--- src/logic/ftcr_pkg.sv ---
// Overview of operation
// - offset word is low register bits 15:0 plus high register bits 9:0 on top.
// - the 26-bit offset word is signed two's complement.
// - after reset every offset word bit is zero, nominal frequency.
// - committed offset changes only on a high register write; low writes are held.
// - high register bits 15:11 read zero and ignore writes.
// - high register bit 10 enables the output driver, resets to zero.
// - software enable bit only acts in software output control mode.
// - pull range is read-write in register 0x02 bits 3:0.
// - pull range register bits 15:4 read zero and ignore writes.
// - range codes ascend 0000 smallest to 1111 largest; reset value factory set.
// - offset word full scale 2^25-1 means positive full pull of the range.
package ftcr_pkg;
   localparam int FTCR_ADDR_W = 8;
   localparam int FTCR_DATA_W = 16;
   localparam int FTCR_WORD_W = 26;
   localparam int FTCR_HIGH_W = 10;
   localparam int FTCR_RANGE_W = 4;
   localparam logic [7:0] FTCR_OFS_LOW = 8'h00;
   localparam logic [7:0] FTCR_OFS_HIGH = 8'h01;
   localparam logic [7:0] FTCR_OFS_RANGE = 8'h02;
   localparam int FTCR_OE_BIT = 10;
   localparam logic [15:0] FTCR_LOW_RST = 16'h0000;
   localparam logic [9:0] FTCR_HIGH_RST = 10'h000;
   localparam logic FTCR_OE_RST = 1'b0;
   localparam logic [3:0] FTCR_RANGE_DFLT = 4'h9;
   localparam logic [25:0] FTCR_FULL_SCALE = 26'h1FF_FFFF;
endpackage : ftcr_pkg

--- src/logic/ftcr_regs.sv ---
`timescale 1ns/100ps
module ftcr_regs
   import ftcr_pkg::*;
(
   input wire logic i_ref_clk,
   input wire logic i_rst,
   input wire logic i_clk_en,
   input wire logic i_wr_en,
   input wire logic i_rd_en,
   input wire logic [FTCR_ADDR_W-1:0] i_addr,
   input wire logic [FTCR_DATA_W-1:0] i_wdata,
   input wire logic i_sw_oe_mode,
   input wire logic i_oe_pin,
   input wire logic [FTCR_RANGE_W-1:0] i_range_strap,
   output logic [FTCR_DATA_W-1:0] o_rdata,
   output logic o_rd_valid,
   output logic signed [FTCR_WORD_W-1:0] o_freq_offset_word,
   output logic o_freq_update,
   output logic [FTCR_RANGE_W-1:0] o_pull_range,
   output logic o_out_enable
);
   logic [15:0] freq_offset_low;
   logic [9:0] freq_offset_high;
   logic sw_oe;
   logic strap_done;
   logic [15:0] next_rdata;
   logic wr_low;
   logic wr_high;
   logic wr_range;
   logic rd_low;
   logic rd_high;
   logic rd_range;

   // one comparator shape for every strobe, keeps write and read decode in step
   function automatic logic addr_hit(input logic [FTCR_ADDR_W-1:0] addr,
      input logic [FTCR_ADDR_W-1:0] ofs);
      return addr == ofs;
   endfunction : addr_hit

   assign wr_low = i_wr_en && addr_hit(i_addr, FTCR_OFS_LOW);
   assign wr_high = i_wr_en && addr_hit(i_addr, FTCR_OFS_HIGH);
   assign wr_range = i_wr_en && addr_hit(i_addr, FTCR_OFS_RANGE);
   assign rd_low = i_rd_en && addr_hit(i_addr, FTCR_OFS_LOW);
   assign rd_high = i_rd_en && addr_hit(i_addr, FTCR_OFS_HIGH);
   assign rd_range = i_rd_en && addr_hit(i_addr, FTCR_OFS_RANGE);

   // low part only held; reaches the output on the high write
   always_ff @(posedge i_ref_clk or posedge i_rst)
      if (i_rst)
         freq_offset_low <= FTCR_LOW_RST;
      else if (i_clk_en && wr_low)
         freq_offset_low <= i_wdata;

   // bits 15:11 never stored
   always_ff @(posedge i_ref_clk or posedge i_rst)
      if (i_rst)
         freq_offset_high <= FTCR_HIGH_RST;
      else if (i_clk_en && wr_high)
         freq_offset_high <= i_wdata[FTCR_HIGH_W-1:0];

   // in pin mode the bit keeps its value so the write has no effect
   always_ff @(posedge i_ref_clk or posedge i_rst)
      if (i_rst)
         sw_oe <= FTCR_OE_RST;
      else if (i_clk_en && wr_high && i_sw_oe_mode)
         sw_oe <= i_wdata[FTCR_OE_BIT];

   // committed word: signed, scaled downstream with FTCR_FULL_SCALE as +full pull
   always_ff @(posedge i_ref_clk or posedge i_rst)
      if (i_rst)
      begin
         o_freq_offset_word <= '0;
         o_freq_update <= 1'b0;
      end
      else if (i_clk_en)
      begin
         o_freq_update <= wr_high;
         if (wr_high)
            o_freq_offset_word <= {i_wdata[FTCR_HIGH_W-1:0], freq_offset_low};
      end

   // factory strap caught after reset release, a reset cannot sample a port
   always_ff @(posedge i_ref_clk or posedge i_rst)
      if (i_rst)
      begin
         o_pull_range <= FTCR_RANGE_DFLT;
         strap_done <= 1'b0;
      end
      else if (i_clk_en)
      begin
         strap_done <= 1'b1;
         if (wr_range)
            o_pull_range <= i_wdata[FTCR_RANGE_W-1:0];
         else if (!strap_done)
            o_pull_range <= i_range_strap;
      end

   always_ff @(posedge i_ref_clk or posedge i_rst)
      if (i_rst)
         o_out_enable <= 1'b0;
      else if (i_clk_en)
         o_out_enable <= i_sw_oe_mode ? (wr_high ? i_wdata[FTCR_OE_BIT] : sw_oe) : i_oe_pin;

   always_comb
   begin
      next_rdata = '0;
      unique case (i_addr)
         FTCR_OFS_LOW: next_rdata = freq_offset_low;
         FTCR_OFS_HIGH: next_rdata = {5'h0, sw_oe, freq_offset_high};
         FTCR_OFS_RANGE: next_rdata = {12'h000, o_pull_range};
         default: next_rdata = '0;
      endcase
   end

   always_ff @(posedge i_ref_clk or posedge i_rst)
      if (i_rst)
      begin
         o_rdata <= '0;
         o_rd_valid <= 1'b0;
      end
      else if (i_clk_en)
      begin
         o_rd_valid <= i_rd_en;
         if (i_rd_en)
            o_rdata <= next_rdata;
      end
endmodule : ftcr_regs

--- config.mk ---
export PLATFORM = sky130hd
export DESIGN_NAME = ftcr_regs
export DESIGN_NICKNAME = d
export VERILOG_FILES = /design/src/logic/ftcr_pkg.sv /design/src/logic/ftcr_regs.sv
export SDC_FILE = /design/constraint.sdc
export NUM_CORES = 1
export LEC_CHECK = 0
export ABC_CLOCK_PERIOD_IN_PS = 2850
export BUFFER_PORTS_ARGS = -buffer_cell sky130_fd_sc_hd__buf_2
export CORE_MARGIN = 3
export CORE_UTILIZATION = 53
export CTS_CLUSTER_SIZE = 10
export DETAILED_ROUTE_END_ITERATION = 12
export PLACE_DENSITY = 0.9
export SLEW_MARGIN = 20
export SYNTH_ARGS = -nofsm -noshare
export SYNTH_HDL_FRONTEND = slang
export SYNTH_SLANG_ARGS = --single-unit
--- constraint.sdc ---
create_clock -name i_ref_clk -period 2.85 [get_ports i_ref_clk]
set_input_delay 0.4275 -clock i_ref_clk [delete_from_list [all_inputs] [get_ports i_ref_clk]]
set_output_delay 0.4275 -clock i_ref_clk [all_outputs]
set_load 0.1 [all_outputs]
**Yosys cells after proc, flatten, opt, wreduce, memory -nomap -nowiden**

Cells that the tools add are included.

- Muxes and demuxes: 5
- Equality and inequality tests: 3
- Reductions and logical operators: 10

Operators with widths:

| cell | number |
|---|---|
| one-hot mux 16 bit (3 select lines) | 1 |
| equality test 8 x 1 -> 1 bit, second input constant | 1 |
| equality test 8 x 2 -> 1 bit, second input constant | 1 |
| logical NOT 8 bit | 1 |
| two-way mux 4 bit | 2 |
| logical AND 1 bit | 6 |
| AND reduction 2 bit | 3 |
| two-way mux 1 bit | 2 |
| != test 2 x 1 -> 1 bit, second input constant | 1 |

- Register bits after elaboration: 77
- Output and inout bits: 49
- Input port bits: 35

**Logic depth before layout (Yosys ltp)**

Gate-level depths: netlist of the first run.

- Depth in word-level cells: 4
- Mapped depth: 6
- Depth with buffers taken out: 3

**Worst setup path after synthesis of the first run**

No wires, ideal clock.

- Kind: in2reg
- Start point: in i_addr[7]
- End point: reg freq_offset_high[0]
- Setup time: 0.126 ns
- Data arrival time: 1.701 ns
- Stages: 5
- Path slack: 1.023 ns
- Path through: nor4_4 > and3_1 > buf_4 > buf_6 > mux2_2

- Cells in the longest elaborated chain, start to end: 3

Ends and longest elaborated chain:

| what | line | source |
|---|---|---|
| start: declaration | ftcr_regs.sv:10 | `input wire logic [FTCR_ADDR_W-1:0] i_addr,` |
| equality test 8 x 1 -> 1 bit | ftcr_regs.sv:37 | `return addr == ofs;` |
| logical AND 1 bit | ftcr_regs.sv:41 | `assign wr_high = i_wr_en && addr_hit(i_addr, FTCR_OFS_HIGH);` |
| logical AND 1 bit | ftcr_regs.sv:58 | `else if (i_clk_en && wr_high)` |
| end signal: assignment | ftcr_regs.sv:59 | `freq_offset_high <= i_wdata[FTCR_HIGH_W-1:0];` |
| end: declaration | ftcr_regs.sv:23 | `logic [9:0] freq_offset_high;` |

No other way between the ends.
A chain may end at the register's enable or synchronous reset.

**Final worst setup path of the first run**

- Start point: in i_addr[7]
- End point: reg o_freq_offset_word[13]

- Cells in the longest elaborated chain, start to end: 3

Ends and longest elaborated chain:

| what | line | source |
|---|---|---|
| equality test 8 x 1 -> 1 bit | ftcr_regs.sv:37 |  |
| logical AND 1 bit | ftcr_regs.sv:41 |  |
| AND reduction 2 bit (no source line) | n/a |  |
| end signal: assignment | ftcr_regs.sv:79 | `o_freq_offset_word <= {i_wdata[FTCR_HIGH_W-1:0], freq_offset_low};` |
| end: declaration | ftcr_regs.sv:17 | `output logic signed [FTCR_WORD_W-1:0] o_freq_offset_word,` |

No other way between the ends.

==> flow_metrics.py, run 1 <==
metrics = {
    "setup_path": {
        "critPathKind": "in -> reg",
        "worstPathRequired_ps": 3070,
        "r2r_slack_ps": 1800,
        "path_max_fanout": 11,
        "cp-start-kind": "primary input",
        "critPathCaptureType": "flop",
        "r2r_start": "strap_done",
        "reg2reg_to": "o_pull_range[1]",
        "arrival_ps": 2000,
        "r2r.worst_path.cells": 3,
    },
    "pwr": {
        "ir_drop_v": 0.000300,
        "p_sw_share_pct": 27.3,
        "combPwrFrac_pct": 12.9,
        "p_sw_w": 0.000545,
        "power_density_nw_per_um2": 553,
        "power_w": 0.00199,
        "pwr-share-clk_pct": 37.3,
        "power.leakage_nw": 1.91,
        "p_int_w": 0.00145,
        "power_frac_seq_pct": 49.8,
    },
    "floorplanning": {
        "start_util_pct": 55.8,
        "fp-row-count": 26,
        "die_area_um2": 6410,
        "fp.dieW_um": 80.1,
        "core_um2": 5200,
        "ioPinCount": 84,
        "die_y_um": 80.1,
    },
    "timing": {
        "setup-tns-final_ps": 0,
        "grt_setup_unrepaired": "false",
        "slew_headroom_pct": 54.0,
        "period_minus_slack_ps": 1790,
        "tightestPinTransition_ps": 689,
        "max_freq_mhz": 560,
        "skew_ps": 5.53,
        "setup_ws_ps": 1060,
        "setup-violations-final": 0,
        "hold_viol": 0,
        "maxSlewViolCount": 0,
        "period_share_pct": 62.7,
    },
    "grt": {
        "antenna_found_initial": 0,
        "grt_pass1_wl_mm": 10.8,
        "overflow": 0,
        "grt_usage_pct": 22.4,
        "grt_start_max_net_pins": 38,
        "first_global_vias": 2128,
    },
    "drt": {
        "wl_met2_mm": 3.35,
        "dr.pass1.iters": 4,
        "drt-met1-wl_mm": 2.83,
        "routed.top_layer": "met4",
        "post_drt_wl_per_cell_um": 17.7,
        "drc": 0,
        "via_count": 2092,
        "drt_iter0_drc": 111,
        "wl_met3_um": 399,
        "postRouteAntennaNets": 0,
        "via_per_inst": 5.55,
        "wl_mm": 6.69,
    },
    "final_layout": {
        "drive_gt1_share_pct": 50.8,
        "stdcell_area_um2": 3600,
        "area_growth_syn_to_layout_pct": 24.0,
        "finalNetCount": 337,
        "multi_input_area_um2": 1150,
        "ff_latch_area_um2": 1680,
        "fillers": 398,
        "fin_util_pct": 69.2,
        "diodes": 0,
    },
    "logic_synthesis": {
        "synth_area_um2": 2910,
        "netlist_top_cells_area": "dfrtp_1 (56%), mux2_2 (17%), mux2i_1 (3.8%)",
        "synth_nets": 248,
        "synth_seq_area_share_pct": 57.8,
        "synth.distinct_cells": 38,
        "ys_ff_latch": 67,
        "synth-edff-count": 0,
        "yosys_warnings": 0,
        "synth_top_area_cell": "dfrtp_1",
        "synth.avg_cell_area_um2": 13.6,
        "synthFlopType": "dfrtp_1",
        "ys_async_sr_fraction_pct": 100,
        "yosysTopAreaCellShare_pct": 56.0,
        "syn_inst": 213,
    },
    "clocking": {
        "insertion_delay_ps": 330,
        "clk_pin_slew_ps": 70,
        "root_buffer": "clkbuf_8",
        "cts_max_level": 3,
        "cts_hold_buf": 0,
        "clockBufferDepth": 2,
        "clkSinkCount": 67,
        "cts_tree": "built",
        "cts_resized": 0,
        "numCtsBuffers": 9,
        "cts_setup_buffers": 0,
    },
    "flow_run": {
        "cap_violations": 0,
    },
    "status": {
        "outcome": "completed",
    },
    "placed_design": {
        "gp_congestion": 0.840,
        "dp_slack_ps": 717,
        "port_buffers": 83,
        "hpwl_mm": 4.88,
        "placed_area_um2": 3410,
    },
    "hold_path": {
        "hold_class": "in -> async",
    },
}
cells by family (layout without fill, tap and decap cells):
| group | after synthesis | count (layout) | share of synthesized area, % |
|---|---|---|---|
| flip-flops | 67 | 67 | 57.8 |
| multiplexers | 54 | 54 | 20.4 |
| buffers and inverters | 14 | 108 | 2.58 |
| AND/OR/NAND/NOR | 44 | 44 | 10.3 |
| AO/OA/AOI/OAI | 34 | 34 | 8.87 |
registers in the layout, summed over array words and instances, names as in the netlist:
| signal | flops |
|---|---|
| freq_offset_high | 10 |
| freq_offset_low | 16 |
| o_freq_offset_word | 16 |
| o_freq_update | 1 |
| o_out_enable | 1 |
| o_pull_range | 4 |
| o_rd_valid | 1 |
| o_rdata | 16 |
| strap_done | 1 |
| sw_oe | 1 |
cells in the mapped netlist (all sizes together) (5+ instances only):
cell    count
dfrtp      65
mux2i      11
o21ai       8
nand2       8
nor4        5
nor2        6
mux2       43
a22o        9
nand2b      6
clkbuf      6
layout make-up:
type | instances | share of cell area [%]
clock inverter | 1 | 0.139
clock buffer | 15 | 5.17
timing repair buffer | 88 | 13.3
tap | 70 | 2.43
inverter | 4 | 0.417
multi-input combinational | 132 | 32.0
sequential | 67 | 46.6
how the worst max path moves through the flow:
stage          depth (start not counted)       from                endpoint  slack [ps]
2_1_floorplan                          1      i_rst     freq_offset_high[0]         740
3_3_place_gp                           5  i_addr[7]     freq_offset_high[7]         790
3_5_place_dp                           5  i_addr[7]  o_freq_offset_word[13]         720
4_1_cts                                5  i_addr[7]  o_freq_offset_word[12]        1070
5_1_grt                                5  i_addr[7]  o_freq_offset_word[12]         990
6_report                               5  i_addr[7]  o_freq_offset_word[13]        1060
power by group through the flow:
| stage | sequential [W] | clock, W | combinational [W] |
|---|---|---|---|
| final | 0.000993 | 0.000743 | 0.000257 |
| after global routing | 0.000996 | 0.000790 | 0.000271 |
| after CTS | 0.000993 | 0.000755 | 0.000259 |
| after detailed placement | 0.00101 | 0 | 0.000258 |
| after global placement | 0.00101 | 0 | 0.000253 |
| after floorplan | 0.00112 | 0 | 0.0000729 |
layer usage:
metal / global-route usage, % / vias up
met5: 0 / -
met3: 4.71 / 9
met4: 9.29 / 0
met1: 28.8 / 1039
li1: - / 980
met2: 36.8 / 64
critical path, stage by stage:
cell and delay (ps):
buf_2 120, nor4_4 530, and3_1 330, buf_4 230, mux2_2 360
stage by stage:
stage,hold slack (ps),std cells
final,200,377
after global routing,247,377
after CTS,208,377
after detailed placement,474,361
after global placement,466,361
after floorplan,452,213
cells in the final DEF (no fill, tap or decap), drive strengths merged, types with 2 or more instances in the layout:
| master | instances |
|---|---|
| or2 | 3 |
| mux2i | 11 |
| a311oi | 4 |
| nand4 | 2 |
| nand2 | 8 |
| dfrtp | 65 |
| o2bb2ai | 4 |
| nor2 | 6 |
| dfstp | 2 |
| nand2b | 6 |
| nor2b | 2 |
| or4 | 3 |
| buf | 88 |
| clkbuf | 15 |
| o21ai | 8 |
| mux2 | 43 |
| and4b | 2 |
| inv | 4 |
| nor4 | 5 |
| a22o | 9 |
| a211oi | 4 |
Power figures use the tool's default switching activity.
==> run 2: changes to the inputs <==
--- a/config.mk
+++ b/config.mk
@@ -5,13 +5,13 @@
 export SDC_FILE = /design/constraint.sdc
 export NUM_CORES = 1
 export LEC_CHECK = 0
-export ABC_CLOCK_PERIOD_IN_PS = 2850
+export ABC_CLOCK_PERIOD_IN_PS = 1450
 export BUFFER_PORTS_ARGS = -buffer_cell sky130_fd_sc_hd__buf_2
 export CORE_MARGIN = 3
-export CORE_UTILIZATION = 53
+export CORE_UTILIZATION = 46
 export CTS_CLUSTER_SIZE = 10
 export DETAILED_ROUTE_END_ITERATION = 12
-export PLACE_DENSITY = 0.9
+export PLACE_DENSITY = 0.84
 export SLEW_MARGIN = 20
 export SYNTH_ARGS = -nofsm -noshare
 export SYNTH_HDL_FRONTEND = slang
==> constraint.sdc (replaced) <==
create_clock -name i_ref_clk -period 1.45 [get_ports i_ref_clk]
set_input_delay 0.2175 -clock i_ref_clk [delete_from_list [all_inputs] [get_ports i_ref_clk]]
set_output_delay 0.2175 -clock i_ref_clk [all_outputs]
set_load 0.1 [all_outputs]
==> run 2 against run 1 <==
  * Cell count increased by 5.6%
  * Setup slack got worse by 1000 ps
  * Core utilization decreased by 6.3 points
  * Clock skew increased by 0.75 ps
  * Total power increased by 94%
  * Hold slack got worse by 90 ps
  * Largest power group unchanged
  * Flip-flop and latch count unchanged
  * Final area increased by 5.2%
  * Via count increased by 4.1%
  * Global-route usage decreased by 2.3 points
  * Register-to-register slack got worse by 1500 ps
==> flow_metrics.py, run 2 (synthesis results as in run 1) <==
metrics = {
    "drt": {
        "wl_met2_mm": 3.13,
        "post_drt_wl_per_cell_um": 17.1,
        "drt-met1-wl_mm": 2.99,
        "drt_iter0_drc": 151,
        "wl_mm": 6.82,
        "via_per_inst": 5.47,
        "via_count": 2178,
        "dr.pass1.iters": 4,
        "routed.top_layer": "met4",
        "drc": 0,
        "wl_met3_um": 531,
        "postRouteAntennaNets": 0,
    },
    "timing": {
        "setup_ws_ps": 58.2,
        "skew_ps": 6.29,
        "hold_viol": 0,
        "tightestPinTransition_ps": 550,
        "maxSlewViolCount": 0,
        "setup-violations-final": 0,
        "grt_setup_unrepaired": "false",
        "slew_headroom_pct": 63.2,
        "whs_ps": 109,
        "period_share_pct": 96.0,
        "max_freq_mhz": 719,
        "period_minus_slack_ps": 1390,
    },
    "final_layout": {
        "reg_top3": "freq_offset_low: 16 flops, o_freq_offset_word: 16 flops, o_rdata: 16 flops",
        "diodes": 0,
        "finalNetCount": 355,
        "drive_gt1_share_pct": 53.6,
        "area_growth_syn_to_layout_pct": 30.4,
        "finalNonFillerCells": 398,
        "stdcell_area_um2": 3790,
        "final_cell_mix": "buf_2 (80), dfrtp_1 (65), mux2_2 (43)",
        "final_common_cell": "buf_2",
    },
    "setup_path": {
        "path_max_fanout": 3,
        "cp-start-kind": "flop",
        "r2r.worst_path.cells": 3,
        "crit_buf_inv": 1,
        "cpPeakStageDelay_ps": 450,
        "r2r_slack_ps": 330,
        "arrival_ps": 1170,
        "cp_top_family": "buffers and inverters",
        "slowest_stage": "buf_2",
        "worstPathRequired_ps": 1230,
        "crit_cells": 1,
        "critPathKind": "reg -> out",
        "path_cells": "buf_2",
        "critPathCaptureType": "output port",
    },
    "clocking": {
        "numCtsBuffers": 9,
        "cts_setup_buffers": 0,
        "clkSinkCount": 67,
        "cts_tree": "built",
        "cts_max_level": 3,
        "root_buffer": "clkbuf_8",
        "clockBufferDepth": 2,
        "insertion_delay_ps": 340,
        "clk_pin_slew_ps": 70,
    },
    "placed_design": {
        "hpwl_mm": 5.17,
        "placed_area_um2": 3610,
        "dp_slack_ps": -233,
        "gp_congestion": 0.902,
        "dp_cells": 383,
        "port_buffers": 83,
    },
    "floorplanning": {
        "die_area_um2": 7310,
        "core_um2": 6030,
        "fp.dieW_um": 85.5,
        "start_util_pct": 48.2,
        "ioPinCount": 84,
        "fp-row-count": 28,
        "die_y_um": 85.5,
    },
    "pwr": {
        "power_w": 0.00387,
        "power_density_nw_per_um2": 1020,
        "power.leakage_nw": 2.00,
        "ir_drop_v": 0.000729,
    },
    "grt": {
        "overflow": 0,
        "grt_usage_pct": 20.1,
        "grt_pass1_wl_mm": 11.2,
        "first_global_vias": 2235,
        "antenna_found_initial": 0,
        "grt_start_max_net_pins": 25,
    },
    "flow_run": {
        "cap_violations": 0,
    },
    "hold_path": {
        "hold_class": "in -> reg",
        "hold_depth": 2,
    },
    "status": {
        "outcome": "completed",
    },
}
-- run 2: per-layer routing --
layer  global-route usage, %  vias to the layer above
li1                        -                     1003
met1                    26.5                     1076
met2                    30.9                       84
met3                    6.72                       15
met4                    7.91                        0
met5                       0                        -
-- run 2: power breakdown --
| part | switching, W | internal [W] |
|---|---|---|
| registers | 0.0000392 | 0.00192 |
| clock network | 0.000659 | 0.000693 |
| logic | 0.000389 | 0.000173 |
| total | 0.00109 | 0.00278 |
-- run 2: path summary, 6_finish.rpt --
| kind | from | endpoint |
|---|---|---|
| max in group asynchronous | i_rst | freq_offset_high[6] |
| hold reg to reg | o_rdata[10] | o_rdata[10] |
| hold / removal | i_wdata[13] | freq_offset_low[13] |
| min in group asynchronous | i_rst | o_freq_offset_word[13] |
| setup reg to reg | o_pull_range[0] | o_rdata[0] |
| setup / recovery | o_pull_range[1] | o_pull_range[1] |
-- run 2: layout make-up --
type | count | area [um2]
fill | 490 | 2240
sequential | 67 | 1680
multi-input combinational | 132 | 1160
timing repair buffer | 106 | 673
clock buffer | 12 | 155
tap | 75 | 93.8
inverter | 4 | 18.8
clock inverter | 2 | 12.5
-- run 2: through the flow --
stage,utilization (%),TNS [ps]
6_report,62.9,0
2_1_floorplan,-,-3100
3_3_place_gp,59.9,-7600
4_1_cts,62.9,0
3_5_place_dp,59.9,-9010
5_1_grt,62.9,0
-- run 2: repair_timing --
item	CTS	global route
gates resized for setup	0	1
hold buffers	1	0
endpoints found under the setup margin	0	1
endpoints found under the hold margin	18	0
==> run 3: changes to the inputs <==
--- a/config.mk
+++ b/config.mk
@@ -7,11 +7,13 @@
 export LEC_CHECK = 0
 export ABC_CLOCK_PERIOD_IN_PS = 1450
 export BUFFER_PORTS_ARGS = -buffer_cell sky130_fd_sc_hd__buf_2
+export CELL_PAD_IN_SITES_DETAIL_PLACEMENT = 0
+export CELL_PAD_IN_SITES_GLOBAL_PLACEMENT = 1
 export CORE_MARGIN = 3
-export CORE_UTILIZATION = 46
+export CORE_UTILIZATION = 37
 export CTS_CLUSTER_SIZE = 10
 export DETAILED_ROUTE_END_ITERATION = 12
-export PLACE_DENSITY = 0.84
+export PLACE_DENSITY = 0.85
 export SLEW_MARGIN = 20
 export SYNTH_ARGS = -nofsm -noshare
 export SYNTH_HDL_FRONTEND = slang
==> run 3 against run 2 <==
  * Critical path depth stayed put
  * Hold slack improved by 7.8 ps
  * Routed wire length increased by 3.3%
  * Fmax is 0.37% lower
  * Sequential share of layout area down 0.56 points
  * Die area up 23%
  * Register-to-register slack gained 50 ps
  * Flip-flop and latch count unchanged
  * Largest power group unchanged
==> flow_metrics.py, run 3 (synthesis results as in run 1) <==
metrics = {
    "final_layout": {
        "finalNonFillerCells": 426,
        "final_common_cell": "buf_2",
        "fillers": 686,
        "area_growth_syn_to_layout_pct": 32.1,
        "final_cell_mix": "buf_2 (81), dfrtp_1 (65), mux2_2 (43)",
        "reg_top3": "freq_offset_low: 16 flops, o_freq_offset_word: 16 flops, o_rdata: 16 flops",
        "stdcell_area_um2": 3840,
        "diodes": 0,
        "drive_gt1_share_pct": 54.1,
        "finalNetCount": 358,
    },
    "placed_design": {
        "hpwl_mm": 5.22,
        "dp_cells": 410,
        "gp_congestion": 0.813,
        "port_buffers": 83,
        "dp_slack_ps": -216,
        "placed_area_um2": 3650,
    },
    "timing": {
        "maxSlewViolCount": 0,
        "period_share_pct": 96.3,
        "setup_ws_ps": 53.1,
        "period_minus_slack_ps": 1400,
        "max_freq_mhz": 716,
        "grt_setup_unrepaired": "false",
        "slew_headroom_pct": 66.5,
        "tightestPinTransition_ps": 506,
        "setup-violations-final": 0,
        "skew_ps": 6.80,
        "hold_viol": 0,
    },
    "drt": {
        "postRouteAntennaNets": 0,
        "wl_mm": 7.05,
        "via_per_inst": 5.07,
        "via_count": 2158,
        "drc": 0,
        "dr.pass1.iters": 4,
        "drt_iter0_drc": 134,
        "post_drt_wl_per_cell_um": 16.5,
    },
    "grt": {
        "grt_use_met1_pct": 23.0,
        "overflow": 0,
        "grtUsageMet2_pct": 27.1,
        "grt_use_met3_pct": 5.02,
        "grt_usage_pct": 17.2,
        "first_global_vias": 2254,
        "antenna_found_initial": 1,
        "top_usage_layer": "met2",
        "grt_pass1_wl_mm": 11.7,
        "grt_start_max_net_pins": 68,
    },
    "floorplanning": {
        "die_y_um": 94.6,
        "die_area_um2": 8950,
        "fp.dieW_um": 94.6,
        "ioPinCount": 84,
        "core_um2": 7450,
        "fp-row-count": 31,
        "start_util_pct": 39.0,
    },
    "setup_path": {
        "crit_buf_inv": 1,
        "cpPeakStageDelay_ps": 450,
        "cp-start-kind": "flop",
        "critPathCaptureType": "output port",
        "slowest_stage": "buf_2",
        "worstPathRequired_ps": 1230,
        "path_max_fanout": 3,
        "cp_top_family": "buffers and inverters",
        "r2r_slack_ps": 380,
        "critPathKind": "reg -> out",
        "arrival_ps": 1180,
        "path_cells": "buf_2",
    },
    "clocking": {
        "cts_setup_buffers": 0,
        "cts_resized": 0,
        "clkSinkCount": 67,
        "cts_hold_buf": 1,
        "insertion_delay_ps": 330,
        "cts_max_level": 3,
        "numCtsBuffers": 9,
        "root_buffer": "clkbuf_8",
        "clk_pin_slew_ps": 70,
        "cts_tree": "built",
        "clockBufferDepth": 2,
    },
    "flow_run": {
        "cap_violations": 0,
    },
    "pwr": {
        "power_w": 0.00391,
        "power.leakage_nw": 2.02,
        "ir_drop_v": 0.000513,
        "power_density_nw_per_um2": 1020,
    },
    "status": {
        "outcome": "completed",
    },
    "hold_path": {
        "hold_class": "in -> reg",
    },
}
run 3: cell types whose count changed in the layout (fill, tap and decap cells not counted):
| cell | previous run | this run |
|---|---|---|
| clkinv_2 | 1 | 2 |
| clkbuf_8 | 11 | 12 |
| buf_12 | 6 | 5 |
| clkinvlp_4 | 2 | 1 |
| buf_4 | 18 | 22 |
| clkbuf_4 | 1 | 0 |
| buf_2 | 80 | 81 |
run 3: power by group:
| group | leakage, nW | internal, W | total [W] | switching, W |
|---|---|---|---|---|
| clock network | 0.0953 | 0.000747 | 0.00139 | 0.000644 |
| logic | 1.01 | 0.000175 | 0.000561 | 0.000387 |
| registers | 0.913 | 0.00192 | 0.00196 | 0.0000383 |
run 3: path summary, 6_finish.rpt:
kind / depth (start not counted) / endpoint / from
worst max-delay path: 1 / o_freq_offset_word[19] / freq_offset_high[3]
worst min-delay path: 2 / freq_offset_low[12] / i_wdata[12]
worst max register to register: 3 / o_rdata[3] / o_pull_range[3]
worst min register to register: 1 / o_freq_update / o_freq_update
max in group asynchronous: 4 / o_pull_range[0] / i_rst
min in group asynchronous: 4 / o_freq_offset_word[11] / i_rst
run 3: cell type report:
cell class	count	area (um2)	area share [%]
tap	99	124	3.23
sequential	67	1680	43.7
clock buffer	13	169	4.40
inverter	4	18.8	0.489
timing repair buffer	109	681	17.7
clock inverter	2	10.0	0.261
multi-input combinational	132	1160	30.1
run 3: per-stage QoR:
| step | TNS (ps) | util (%) | hold slack [ps] |
|---|---|---|---|
| 5_1_grt | 0 | 51.5 | 96.1 |
| 4_1_cts | 0 | 51.5 | 103 |
| 3_3_place_gp | -7340 | 49.0 | 336 |
| 3_5_place_dp | -8380 | 49.0 | 342 |
| 6_report | 0 | 51.5 | 117 |
| 2_1_floorplan | -3100 | - | 367 |
run 3: routing by layer:
layer | vias to the layer above | routed length (um)
met4 | 2 | 83
met1 | 1082 | 3180
met5 | - | 13
li1 | 1008 | -
met2 | 55 | 3400
met3 | 11 | 376
